===== src/motion_fault_trap_defines.svh =====
`ifndef MOTION_FAULT_TRAP_DEFINES_SVH
`define MOTION_FAULT_TRAP_DEFINES_SVH
// ==========================================================
// widths
`define MFT_STATUS_W 16
`define MFT_SPEED_W 16
`define MFT_CODE_W 7
`define MFT_LINE_W 16
`define MFT_CC_W 8
`define MFT_CNT_W 8
`define MFT_ADDR_W 16
`define MFT_UNIT_W 7
// ==========================================================
// reset values and codes
`define MFT_MASK_RESET 16'h0100
`define MFT_CODE_MIN 7'h01
`define MFT_CODE_MAX 7'h52
`define MFT_CC_TABLE 8'h01
`define MFT_CC_VR 8'h02
`define MFT_THREE 8'h03
// ==========================================================
// host register byte addresses (word aligned)
`define MFT_REG_CTRL 6'h00
`define MFT_REG_XCMD 6'h04
`define MFT_REG_XADDR 6'h08
`define MFT_REG_STAT 6'h0c
`define MFT_REG_UNIT 6'h10
`define MFT_REG_CLR 6'h14
`define MFT_REG_ERR0 6'h18
`define MFT_REG_MIS0 6'h24
`define MFT_REG_XCH0 6'h30
// ==========================================================
// field positions
`define MFT_XCMD_CC 7:0
`define MFT_XCMD_CNT 15:8
`define MFT_XCMD_THREE 16
`define MFT_XCMD_WR 17
`define MFT_XCMD_TBL 18
`endif


===== src/motion_fault_trap_pkg.sv =====
`include "motion_fault_trap_defines.svh"
package motion_fault_trap_pkg;
  // ==========================================================
  // shared types
  typedef logic [`MFT_STATUS_W-1:0] status_word_t; // one axis status word
  typedef logic [`MFT_SPEED_W-1:0] speed_word_t; // signed speed reference
  typedef enum logic [1:0] {run_idle, run_active, run_stopped, run_in_handler} run_state_t;
endpackage : motion_fault_trap_pkg


===== src/fault_link_if.sv =====
`include "motion_fault_trap_defines.svh"
interface fault_link_if;
  logic xfer_req; // host block transfer request, pulse
  logic xfer_write; // 1 write, 0 read
  logic xfer_three_word; // three-word format
  logic xfer_table_sel; // 1 table, 0 user variables
  logic [`MFT_CC_W-1:0] xfer_code; // control code
  logic [`MFT_CNT_W-1:0] xfer_count; // word count
  logic [`MFT_ADDR_W-1:0] xfer_addr; // start address
  logic xfer_done; // answer, pulse
  logic xfer_err; // transfer error, pulse
  logic restart_toggle; // host restart bit, level
  logic [`MFT_UNIT_W-1:0] unit_num; // installed unit number
  logic refresh_beat; // toggles each refresh
  logic unit_error; // device error summary
  modport dev (input xfer_req, xfer_write, xfer_three_word, xfer_table_sel, xfer_code,
    xfer_count, xfer_addr, restart_toggle,
    output xfer_done, xfer_err, unit_num, refresh_beat, unit_error);
  modport host (output xfer_req, xfer_write, xfer_three_word, xfer_table_sel, xfer_code,
    xfer_count, xfer_addr, restart_toggle,
    input xfer_done, xfer_err, unit_num, refresh_beat, unit_error);
endinterface : fault_link_if


===== src/motion_fault_trap.sv =====
// Chosen here: the register addresses and the Avalon-MM slave port.
`include "motion_fault_trap_defines.svh"
module motion_fault_trap #(
  parameter int NUM_AXES = 4,
  parameter int AXIS_W = 2,
  parameter int TABLE_WORDS = 16000,
  parameter int VR_WORDS = 1024,
  parameter int PEND_CAP = 4,
  parameter int REFRESH_CYCLES = 64,
  parameter logic [`MFT_UNIT_W-1:0] UNIT_NUMBER = 7'h00
) (
  input wire logic ref_clk,
  input wire logic rst,
  fault_link_if.dev link,
  input wire motion_fault_trap_pkg::status_word_t axis_status_bits [NUM_AXES],
  input wire motion_fault_trap_pkg::speed_word_t speed_cmd [NUM_AXES],
  output motion_fault_trap_pkg::speed_word_t speed_ref [NUM_AXES],
  output logic drive_enable_relay,
  input wire logic mask_wr,
  input wire motion_fault_trap_pkg::status_word_t mask_wdata,
  output motion_fault_trap_pkg::status_word_t axis_fault_mask,
  input wire logic fault_clear,
  output logic motion_fault,
  output logic [AXIS_W-1:0] fault_axis,
  input wire logic interp_fault,
  input wire logic [`MFT_CODE_W-1:0] interp_code,
  input wire logic [`MFT_LINE_W-1:0] interp_line,
  input wire logic error_trap_handler,
  output logic program_stop,
  output logic handler_branch,
  output logic [`MFT_CODE_W-1:0] run_error,
  output logic [`MFT_LINE_W-1:0] error_line,
  input wire logic program_host_req,
  input wire logic pend_retire,
  output logic program_host_err,
  output logic restart_pulse
);
  // ==========================================================
  // restart detect
  logic restart_seen; // last sampled host restart bit
  logic restart_go; // one-cycle soft restart
  logic [$clog2(PEND_CAP+1)-1:0] pend_cnt; // pending transfers
  logic [$clog2(REFRESH_CYCLES)-1:0] beat_cnt; // refresh divider
  logic [NUM_AXES-1:0] hit; // per-axis match
  logic [AXIS_W-1:0] first_hit; // lowest matching axis

  assign restart_go = link.restart_toggle != restart_seen;

  // host bit sampled on the same clock, no synchroniser needed
  always_ff @(posedge ref_clk or posedge rst) begin
    if (rst) begin
      restart_seen <= 1'b0;
      restart_pulse <= 1'b0;
    end else begin
      restart_seen <= link.restart_toggle;
      restart_pulse <= restart_go;
    end
  end

  // ==========================================================
  // fault compare
  // lowest index wins so reports are repeatable
  function automatic logic [AXIS_W-1:0] lowest_set(input logic [NUM_AXES-1:0] v);
    lowest_set = '0;
    for (int i = NUM_AXES - 1; i >= 0; i--) begin
      if (v[i]) begin
        lowest_set = AXIS_W'(i);
      end
    end
  endfunction : lowest_set

  genvar g;
  generate
    for (g = 0; g < NUM_AXES; g++) begin : g_axis
      assign hit[g] = |(axis_status_bits[g] & axis_fault_mask);
      // speed reference follows command only while relay is on
      always_ff @(posedge ref_clk or posedge rst) begin
        if (rst) begin
          speed_ref[g] <= '0;
        end else if (!drive_enable_relay || restart_go) begin
          speed_ref[g] <= '0;
        end else begin
          speed_ref[g] <= speed_cmd[g];
        end
      end
    end
  endgenerate

  assign first_hit = lowest_set(hit);

  // ==========================================================
  // mask register
  always_ff @(posedge ref_clk or posedge rst) begin
    if (rst) begin
      axis_fault_mask <= `MFT_MASK_RESET;
    end else if (restart_go) begin
      axis_fault_mask <= `MFT_MASK_RESET;
    end else if (mask_wr) begin
      axis_fault_mask <= mask_wdata;
    end
  end

  // ==========================================================
  // fault latch; a new match beats a clear in the same cycle
  always_ff @(posedge ref_clk or posedge rst) begin
    if (rst) begin
      motion_fault <= 1'b0;
      drive_enable_relay <= 1'b0;
      fault_axis <= '0;
    end else if (restart_go) begin
      motion_fault <= 1'b0;
      drive_enable_relay <= 1'b0;
      fault_axis <= '0;
    end else if (|hit) begin
      motion_fault <= 1'b1;
      drive_enable_relay <= 1'b0;
      if (!motion_fault || fault_clear) begin
        fault_axis <= first_hit;
      end
    end else if (fault_clear) begin
      // relay comes back only through an explicit clear
      motion_fault <= 1'b0;
      drive_enable_relay <= 1'b1;
      fault_axis <= '0;
    end
  end

  // ==========================================================
  // interpreter fault capture
  always_ff @(posedge ref_clk or posedge rst) begin
    if (rst) begin
      run_error <= '0;
      error_line <= '0;
      program_stop <= 1'b0;
      handler_branch <= 1'b0;
    end else if (restart_go) begin
      run_error <= '0;
      error_line <= '0;
      program_stop <= 1'b0;
      handler_branch <= 1'b0;
    end else begin
      program_stop <= interp_fault && !error_trap_handler;
      handler_branch <= interp_fault && error_trap_handler;
      if (interp_fault) begin
        error_line <= interp_line;
        // out-of-range causes are clamped to the highest code
        if (interp_code < `MFT_CODE_MIN || interp_code > `MFT_CODE_MAX) begin
          run_error <= `MFT_CODE_MAX;
        end else begin
          run_error <= interp_code;
        end
      end
    end
  end

  // ==========================================================
  // block transfer checks
  function automatic logic xfer_bad(
    input logic [`MFT_CC_W-1:0] cc,
    input logic three,
    input logic tbl,
    input logic [`MFT_CNT_W-1:0] cnt,
    input logic [`MFT_ADDR_W-1:0] adr
  );
    logic [`MFT_ADDR_W:0] span;
    logic [`MFT_ADDR_W:0] lim;
    span = {1'b0, adr} + {{(`MFT_ADDR_W+1-`MFT_CNT_W){1'b0}}, cnt};
    lim = tbl ? (`MFT_ADDR_W+1)'(TABLE_WORDS) : (`MFT_ADDR_W+1)'(VR_WORDS);
    xfer_bad = (cc != `MFT_CC_TABLE && cc != `MFT_CC_VR)
      || (three && (cnt % `MFT_THREE) != '0)
      || (span > lim);
  endfunction : xfer_bad

  logic host_bad; // request fails its checks
  logic host_take; // request would occupy a slot
  logic pend_full; // no free slot
  logic prog_take; // program request occupies a slot
  assign host_bad = xfer_bad(link.xfer_code, link.xfer_three_word, link.xfer_table_sel,
    link.xfer_count, link.xfer_addr);
  assign pend_full = pend_cnt >= ($bits(pend_cnt))'(PEND_CAP);
  assign host_take = link.xfer_req && !host_bad && !pend_full;
  // host request has priority over a program request for the last slot
  assign prog_take = program_host_req && !pend_full && !(host_take
    && pend_cnt == ($bits(pend_cnt))'(PEND_CAP - 1));

  // answer one cycle after the request
  always_ff @(posedge ref_clk or posedge rst) begin
    if (rst) begin
      link.xfer_done <= 1'b0;
      link.xfer_err <= 1'b0;
      program_host_err <= 1'b0;
    end else begin
      link.xfer_done <= link.xfer_req && !restart_go;
      link.xfer_err <= !restart_go && ((link.xfer_req && (host_bad || pend_full))
        || (program_host_req && !prog_take));
      program_host_err <= program_host_req && !prog_take && !restart_go;
    end
  end

  // occupancy of the pending transfer slots
  always_ff @(posedge ref_clk or posedge rst) begin
    if (rst) begin
      pend_cnt <= '0;
    end else if (restart_go) begin
      pend_cnt <= '0;
    end else begin
      pend_cnt <= pend_cnt + ($bits(pend_cnt))'(host_take) + ($bits(pend_cnt))'(prog_take)
        - ($bits(pend_cnt))'(pend_retire && pend_cnt != '0);
    end
  end

  // ==========================================================
  // cyclic refresh heartbeat and status to host
  always_ff @(posedge ref_clk or posedge rst) begin
    if (rst) begin
      beat_cnt <= '0;
      link.refresh_beat <= 1'b0;
      link.unit_error <= 1'b0;
      link.unit_num <= '0;
    end else begin
      link.unit_num <= UNIT_NUMBER;
      link.unit_error <= motion_fault;
      if (beat_cnt == ($bits(beat_cnt))'(REFRESH_CYCLES - 1)) begin
        beat_cnt <= '0;
        link.refresh_beat <= !link.refresh_beat;
      end else begin
        beat_cnt <= beat_cnt + 1'b1;
      end
    end
  end
endmodule : motion_fault_trap


===== src/flat_wrapper.sv =====
// flat-port wrapper written by rule: the top's interface ports become plain ports
module motion_fault_trap_flat 
#(
  parameter int NUM_AXES = 4,
  parameter int AXIS_W = 2,
  parameter int TABLE_WORDS = 16000,
  parameter int VR_WORDS = 1024,
  parameter int PEND_CAP = 4,
  parameter int REFRESH_CYCLES = 64,
  parameter logic [`MFT_UNIT_W-1:0] UNIT_NUMBER = 7'h00
)
  (ref_clk, rst, axis_status_bits, speed_cmd, speed_ref, drive_enable_relay, mask_wr, mask_wdata, axis_fault_mask, fault_clear, motion_fault, fault_axis, interp_fault, interp_code, interp_line, error_trap_handler, program_stop, handler_branch, run_error, error_line, program_host_req, pend_retire, program_host_err, restart_pulse, link_xfer_req, link_xfer_write, link_xfer_three_word, link_xfer_table_sel, link_xfer_code, link_xfer_count, link_xfer_addr, link_restart_toggle, link_xfer_done, link_xfer_err, link_unit_num, link_refresh_beat, link_unit_error);
  fault_link_if link_i ();
  input wire logic ref_clk;
  input wire logic rst;
  input wire motion_fault_trap_pkg::status_word_t axis_status_bits[NUM_AXES];
  input wire motion_fault_trap_pkg::speed_word_t speed_cmd[NUM_AXES];
  output motion_fault_trap_pkg::speed_word_t speed_ref[NUM_AXES];
  output logic drive_enable_relay;
  input wire logic mask_wr;
  input wire motion_fault_trap_pkg::status_word_t mask_wdata;
  output motion_fault_trap_pkg::status_word_t axis_fault_mask;
  input wire logic fault_clear;
  output logic motion_fault;
  output logic [AXIS_W-1:0] fault_axis;
  input wire logic interp_fault;
  input wire logic [`MFT_CODE_W-1:0] interp_code;
  input wire logic [`MFT_LINE_W-1:0] interp_line;
  input wire logic error_trap_handler;
  output logic program_stop;
  output logic handler_branch;
  output logic [`MFT_CODE_W-1:0] run_error;
  output logic [`MFT_LINE_W-1:0] error_line;
  input wire logic program_host_req;
  input wire logic pend_retire;
  output logic program_host_err;
  output logic restart_pulse;
  input wire logic [$bits(link_i.xfer_req)-1:0] link_xfer_req;
  input wire logic [$bits(link_i.xfer_write)-1:0] link_xfer_write;
  input wire logic [$bits(link_i.xfer_three_word)-1:0] link_xfer_three_word;
  input wire logic [$bits(link_i.xfer_table_sel)-1:0] link_xfer_table_sel;
  input wire logic [$bits(link_i.xfer_code)-1:0] link_xfer_code;
  input wire logic [$bits(link_i.xfer_count)-1:0] link_xfer_count;
  input wire logic [$bits(link_i.xfer_addr)-1:0] link_xfer_addr;
  input wire logic [$bits(link_i.restart_toggle)-1:0] link_restart_toggle;
  output wire logic [$bits(link_i.xfer_done)-1:0] link_xfer_done;
  output wire logic [$bits(link_i.xfer_err)-1:0] link_xfer_err;
  output wire logic [$bits(link_i.unit_num)-1:0] link_unit_num;
  output wire logic [$bits(link_i.refresh_beat)-1:0] link_refresh_beat;
  output wire logic [$bits(link_i.unit_error)-1:0] link_unit_error;
  assign link_i.xfer_req = link_xfer_req;
  assign link_i.xfer_write = link_xfer_write;
  assign link_i.xfer_three_word = link_xfer_three_word;
  assign link_i.xfer_table_sel = link_xfer_table_sel;
  assign link_i.xfer_code = link_xfer_code;
  assign link_i.xfer_count = link_xfer_count;
  assign link_i.xfer_addr = link_xfer_addr;
  assign link_i.restart_toggle = link_restart_toggle;
  assign link_xfer_done = link_i.xfer_done;
  assign link_xfer_err = link_i.xfer_err;
  assign link_unit_num = link_i.unit_num;
  assign link_refresh_beat = link_i.refresh_beat;
  assign link_unit_error = link_i.unit_error;
  motion_fault_trap #(.NUM_AXES(NUM_AXES), .AXIS_W(AXIS_W), .TABLE_WORDS(TABLE_WORDS), .VR_WORDS(VR_WORDS), .PEND_CAP(PEND_CAP), .REFRESH_CYCLES(REFRESH_CYCLES), .UNIT_NUMBER(UNIT_NUMBER)) u_core (.ref_clk(ref_clk), .rst(rst), .link(link_i), .axis_status_bits(axis_status_bits), .speed_cmd(speed_cmd), .speed_ref(speed_ref), .drive_enable_relay(drive_enable_relay), .mask_wr(mask_wr), .mask_wdata(mask_wdata), .axis_fault_mask(axis_fault_mask), .fault_clear(fault_clear), .motion_fault(motion_fault), .fault_axis(fault_axis), .interp_fault(interp_fault), .interp_code(interp_code), .interp_line(interp_line), .error_trap_handler(error_trap_handler), .program_stop(program_stop), .handler_branch(handler_branch), .run_error(run_error), .error_line(error_line), .program_host_req(program_host_req), .pend_retire(pend_retire), .program_host_err(program_host_err), .restart_pulse(restart_pulse));
endmodule

===== config.mk =====
export PLATFORM = sky130hd
export DESIGN_NAME = motion_fault_trap_flat
export DESIGN_NICKNAME = d
export VERILOG_FILES = /design/src/motion_fault_trap_pkg.sv /design/src/fault_link_if.sv /design/src/motion_fault_trap.sv /design/src/flat_wrapper.sv
export VERILOG_INCLUDE_DIRS = /design/src
export SDC_FILE = /design/constraint.sdc
export NUM_CORES = 1
export LEC_CHECK = 0
export ABC_AREA = 1
export BUFFER_PORTS_ARGS = -buffer_cell sky130_fd_sc_hd__buf_2
export CAP_MARGIN = 40
export CORE_MARGIN = 5
export CORE_UTILIZATION = 30
export CTS_BUF_LIST = sky130_fd_sc_hd__clkbuf_16
export CTS_CLUSTER_DIAMETER = 30
export DETAILED_ROUTE_END_ITERATION = 7
export HOLD_SLACK_MARGIN = 0.15
export PLACE_DENSITY = 0.57
export SKIP_CTS_REPAIR_TIMING = 1
export SYNTH_ARGS = -nofsm -noshare
export SYNTH_HDL_FRONTEND = slang
export SYNTH_SLANG_ARGS = --single-unit

===== constraint.sdc =====
create_clock -name ref_clk -period 3.9 [get_ports ref_clk]
set_input_delay 0.195 -clock ref_clk [delete_from_list [all_inputs] [get_ports ref_clk]]
set_output_delay 0.195 -clock ref_clk [all_outputs]
set_load 0.03 [all_outputs]

; After elaboration in Yosys (flattened, before gate mapping)
; Cells that the tools add are included.
[op_classes]
n_mux = 30
addsub = 5
reduce_logical = 42
n_div = 1
bitwise_logic = 4
n_lt_le_gt_ge = 4
eq_ne = 6
[op_table]
columns = operator, count
row1 = $mux 16, 8
row2 = $and 16x16->16, 4
row3 = $reduce_or 16->1, 4
row4 = $reduce_or 64->1, 1
row5 = $mux 7, 3
row6 = $add 16x8->17, 1
row7 = $gt 17x17->1, 1
row8 = $mux 2, 8
row9 = $logic_and 1x1->1, 15
row10 = $mux 14, 1
row11 = $logic_not 1->1, 9
row12 = $mod 8x2->8 const B, 1
row13 = $mux 1, 8
row14 = $ne 8x1->1 const B, 1
row15 = $ne 8x2->1 const B, 1
row16 = $reduce_bool 8->1, 1
row17 = $gt 7x7->1 const B, 1
row18 = $logic_or 1x1->1, 7
row19 = $lt 7x1->1 const B, 1
row20 = $add 3x1->3, 2
row21 = $add 6x1->6 const B, 1
row22 = $eq 6x6->1 const B, 1
row23 = $mux 6, 1
row24 = $reduce_bool 3->1, 2
row25 = 8 further kinds, 9
[totals]
regBits = 125
inputBits = 212

; Logic depth before layout (Yosys ltp)
[logic_depth]
depth_word = 15
depth_mapped = 31

; Worst setup path before layout
; OpenSTA, ideal clock, no wires.
[synth_timing]
path_kind = input port to flip-flop
start = input link_xfer_addr[2]
end = register u_core.pend_cnt[2]
t_required_ns = 3.776
stages = 25
path_slack_ns = -0.497
n_path_buf = 0
arrival_time_ns = 4.272
path_cell_list = ha_1 > nand3_1 > nand3_1 > a21oi_1 > o21bai_1 > a21oi_1 > o21bai_1 > nand2_1 > a21oi_1 > nand2_1 > nor2_1 > xor2_1 > inv_1 > ha_1 > nor3b_1 > nand3_1 > nor4_1 > nand3_1 > nor3_1 > o2111ai_1 > ha_1 > fa_1 > fa_1 > o21ai_0 > a21oi_1
[synth_between]
elab_chain_len = 12
elab_cells_between_ends = 13
cone_classes = add/sub (4) / order compare (1) / mux (1) / reduce/logical (7)
[synth_lines]
columns = element, line_no
row1 = from (decl), flat_wrapper.sv:44  ; input wire logic [$bits(link_i.xfer_addr)-1:0] link_xfer_addr;
row2 = $add 16x8->17 *, motion_fault_trap.sv:167  ; span = {1'b0, adr} + {{(`MFT_ADDR_W+1-`MFT_CNT_W){1'b0}}, cnt};
row3 = $gt 17x17->1 *, motion_fault_trap.sv:171  ; || (span > lim);
row4 = $logic_or 1x1->1 *, motion_fault_trap.sv:169  ; xfer_bad = (cc != `MFT_CC_TABLE && cc != `MFT_CC_VR)
row5 = $logic_not 1->1 *, motion_fault_trap.sv:181  ; assign host_take = link.xfer_req && !host_bad && !pend_full;
row6 = $logic_and 1x1->1 * (2 in a row), motion_fault_trap.sv:181
row7 = "parallel branches: the longest is 3 deep, another holds $add 3x1->3", -
row8 = $add 3x1->3 *, motion_fault_trap.sv:207  ; pend_cnt <= pend_cnt + ($bits(pend_cnt))'(host_take) + ($bits(pend_cnt))'(prog_take)
row9 = $sub 3x1->3 *, motion_fault_trap.sv:208  ; - ($bits(pend_cnt))'(pend_retire && pend_cnt != '0);
row10 = $mux 3 *, motion_fault_trap.sv:204  ; end else if (restart_go) begin
row11 = to (signal assigned), motion_fault_trap.sv:207
row12 = to (decl), motion_fault_trap.sv:42  ; logic [$clog2(PEND_CAP+1)-1:0] pend_cnt;
; Mark *: on every way between the ends.
; A chain may end at the register's enable or synchronous reset.

; Worst setup path in the final report
[layout_timing]
start = input link_xfer_count[2]
end = register u_core.pend_cnt[1]
[layout_between]
elab_chain_len = 14
elab_cells_between_ends = 17
cone_classes = add/sub (4) / div (1) / order compare (1) / mux (1) / reduce/logical (10)
[layout_lines]
columns = element, line_no
row1 = from (decl), flat_wrapper.sv:43  ; input wire logic [$bits(link_i.xfer_count)-1:0] link_xfer_count;
row2 = $mod 8x2->8 (no line), -
row3 = $reduce_bool 8->1, motion_fault_trap.sv:170  ; || (three && (cnt % `MFT_THREE) != '0)
row4 = $logic_and 1x1->1, motion_fault_trap.sv:170
row5 = $logic_or 1x1->1, motion_fault_trap.sv:169
row6 = $logic_or 1x1->1 *, motion_fault_trap.sv:169
row7 = $logic_not 1->1 *, motion_fault_trap.sv:181
row8 = $logic_and 1x1->1 * (2 in a row), motion_fault_trap.sv:181
row9 = "parallel branches: the longest is 3 deep, another holds $add 3x1->3", -
row10 = $add 3x1->3 *, motion_fault_trap.sv:207
row11 = $sub 3x1->3 *, motion_fault_trap.sv:208
row12 = $mux 3 *, motion_fault_trap.sv:204
; Marks and branches as above.

==> metrics.txt <==
Main synth FF type dfrtp_1; Synth Warn # 0; sequential-to-total area share from yosys stat 49.7%; synth unique cells 45; Layout fillers 1,957; vias per cell 4.38; fin nets 1,455; post-DP HPWL 16,200 um; multi-input logic area 2540 um^2; most frequent cells in the layout 321 x buf_2, 167 x inv_1, 124 x dfrtp_1; Die ar. 24,000 um^2; setup ws final 0.0530 ns; CP startpoint kind input pin; final clock skew 0.0113 ns; status completed; fin crit share 98.6%; Routed Antenna Nets 0; Post-Layout Inst Area 10,300 um^2; ratio of cells with drive above 1 in the final layout 36.4%; Synth Area per Inst 8.42 um^2; Placer Congestion 0.896; Critical Path RT 4.18 ns; CTS tree yes; DP Worst Slack -0.501 ns; critical path class input pin to register; antenna cells 0; Post-synth EDFFs 0; slew margin rel. 48.9%; FF/Latch Area 3130 um^2; routed length per placed instance 14.8 um; row cnt 53; FF+latch count, synth 125; largest net degree at the start of global routing 67; clk sinks 125; starting density of the core 30.2%; Setup violations, final 0; Final Critical Period 3.85 ns; Clk Latency, worst-skew pair 0.41 ns; dpl cells 1,367; Post-Syn Area 6300 um^2; Worst EP arrival 4.12 ns; CTS buffer count 17; Non-Filler Instances 1,511; Crit. End Element register; DP Area 8520 um^2; measured slew at the worst slew-check pin 0.767 ns; via count of the first global-routing pass 6,186; Die Height 155 um; Residual DRC 0; port bufs 325; maxcap violations 0; Pre-antenna DRT Iters 5; most common cell after layout, fill and taps aside buf_2; H-tree depth 4; Met1 Wirelength 8830 um; PwrDens 378 nW/um^2; top sig layer met4; DRT iter0 DRCs 294; LEAKAGE 0.00596 uW; Vias 6,623; met2 WL post-DR 11,200 um; clock buffer depth 2; global-route usage over all layers 16.8%; global-route wire length before repair 32,100 um; Final Hold Viols 0; setup tns final 0 ns; Clock Tree Root clkbuf_16; Area growth syn-to-layout 64.4%; Worst VDD drop 275 uV; Max Slew Vio Count 0; smallest hold slack 0.143 ns; routed wl met3 1870 um; WL final 22,300 um; io pins 334; Core Area 20,800 um^2; Mapped Cells 748; clk slew on worst S/H paths 0.06 ns; initial antenna violation count 0; R2R cell count 9; RSZ-0062 raised after global routing yes; CP Max Fanout 3; worst hold path type input pin to register; FMAX 260 MHz; remaining global-route overflow 0; hold path depth 5; Synth async-reset ratio 100%; DIE WIDTH 155 um
## sequential cells by signal, indices dropped and copies added, names as in the netlist
register	flops
u_core.fault_axis	2
u_core.restart_pulse	1
u_core.program_host_err	1
u_core.drive_enable_relay	1
u_core.speed_ref	64
u_core.link.xfer_done	1
u_core.error_line	16
u_core.handler_branch	1
u_core.restart_seen	1
u_core.motion_fault	1
u_core.beat_cnt	6
u_core.pend_cnt	3
u_core.link.xfer_err	1
u_core.link.unit_error	1
u_core.axis_fault_mask	16
u_core.program_stop	1
u_core.run_error	7
u_core.link.refresh_beat	1
## cell type report
type                    instances  share of cell area (%)
multi-input cells             431                    24.5
repair buffers                476                    29.7
inverters                     172                    6.26
clock inverters                15                    1.87
clock buffers                  17                    4.11
flip-flops and latches        125                    30.2
well taps                     275                    3.32
## worst paths after layout
path,from,endpoint,slack [ns]
min in group asynchronous,rst,u_core.speed_ref[17],0.49
worst max register to register,u_core.pend_cnt[2],u_core.pend_cnt[1],1.05
worst min-delay path,program_host_req,u_core.program_host_err,0.14
max in group asynchronous,rst,u_core.error_line[6],2.59
worst max-delay path,link_xfer_count[2],u_core.pend_cnt[1],0.05
worst min register to register,u_core.motion_fault,u_core.link.unit_error,0.44
## critical path, stage by stage
cell and delay, ns:
buf_8 0.10, ha_4 0.27, nand3_2 0.07, nand3_2 0.08, a21oi_2 0.05, o21bai_1 0.18, a21oi_1 0.09, o21bai_1 0.16
nand2_1 0.09, a21oi_2 0.19, nand2_2 0.08, nor2_2 0.09, xor2_1 0.14, inv_1 0.08, ha_4 0.27, nor3b_4 0.18
nand3_2 0.09, nor4_2 0.13, nand3_1 0.09, nor3_1 0.14, o2111ai_1 0.14, ha_1 0.32, fa_2 0.36, fa_2 0.52
nor2_1 0.04
## power by group
part           internal (uW)  total (uW)  switching, uW
logic                    400         869            470
clock network            928        1640            708
registers               1350        1410           57.2
total                   2680        3910           1240
## Yosys cell counts (2+ instances only)
library cell / n / area, um^2
inv_2: 2 / 7.51
a211oi_1: 4 / 30.0
a22o_1: 16 / 140
a31oi_1: 17 / 106
a221oi_1: 12 / 105
and2_1: 2 / 12.5
nor4_1: 5 / 31.3
or2_2: 3 / 18.8
inv_1: 169 / 634
nor2_2: 3 / 18.8
nand2_1: 72 / 270
nand4_1: 6 / 37.5
ha_1: 17 / 213
xnor2_1: 5 / 43.8
nor2_1: 110 / 413
o32ai_1: 2 / 17.5
xor2_1: 12 / 105
nand3b_1: 2 / 15.0
clkbuf_1: 16 / 60.1
nor3b_1: 2 / 15.0
nand3_1: 49 / 245
fa_1: 3 / 60.1
o21ai_0: 28 / 140
o21ai_1: 2 / 10.0
buf_4: 7 / 52.6
nand3_2: 4 / 40.0
nor3_1: 10 / 50.1
a21oi_1: 12 / 60.1
o21bai_1: 3 / 22.5
dfrtp_1: 124 / 3100
buf_1: 2 / 7.51
o22ai_1: 4 / 25.0
nand2_2: 11 / 68.8
## per-layer routing
layer	track usage, %	vias to the layer above
li1	-	3312
met1	20.7	3047
met2	28.0	238
met3	6.48	26
met4	3.83	0
met5	0	-
## through the flow
| step | total power, uW | util [%] |
|---|---|---|
| after CTS | 3870 | 43.9 |
| after global routing | 4140 | 49.7 |
| after global placement | 2190 | 40.9 |
| after detailed placement | 2200 | 40.9 |
| after floorplan | 1880 | - |
| final | 3910 | 49.7 |
## kinds of logic (layout without fill, tap and decap cells)
kind of cell | Yosys count | in the layout | share of synthesized area (%)
AOI/OAI and AO/OA | 105 | 105 | 11.1
xor gates and xnor gates | 17 | 17 | 2.36
adders and majority gates | 20 | 20 | 4.33
buffers and inverters | 198 | 680 | 12.3
DFF | 125 | 125 | 49.7
other | 1 | 7 | 0.0596
and+or+nand+nor | 282 | 282 | 20.1
No activity file was read; power rests on OpenSTA's default activity.
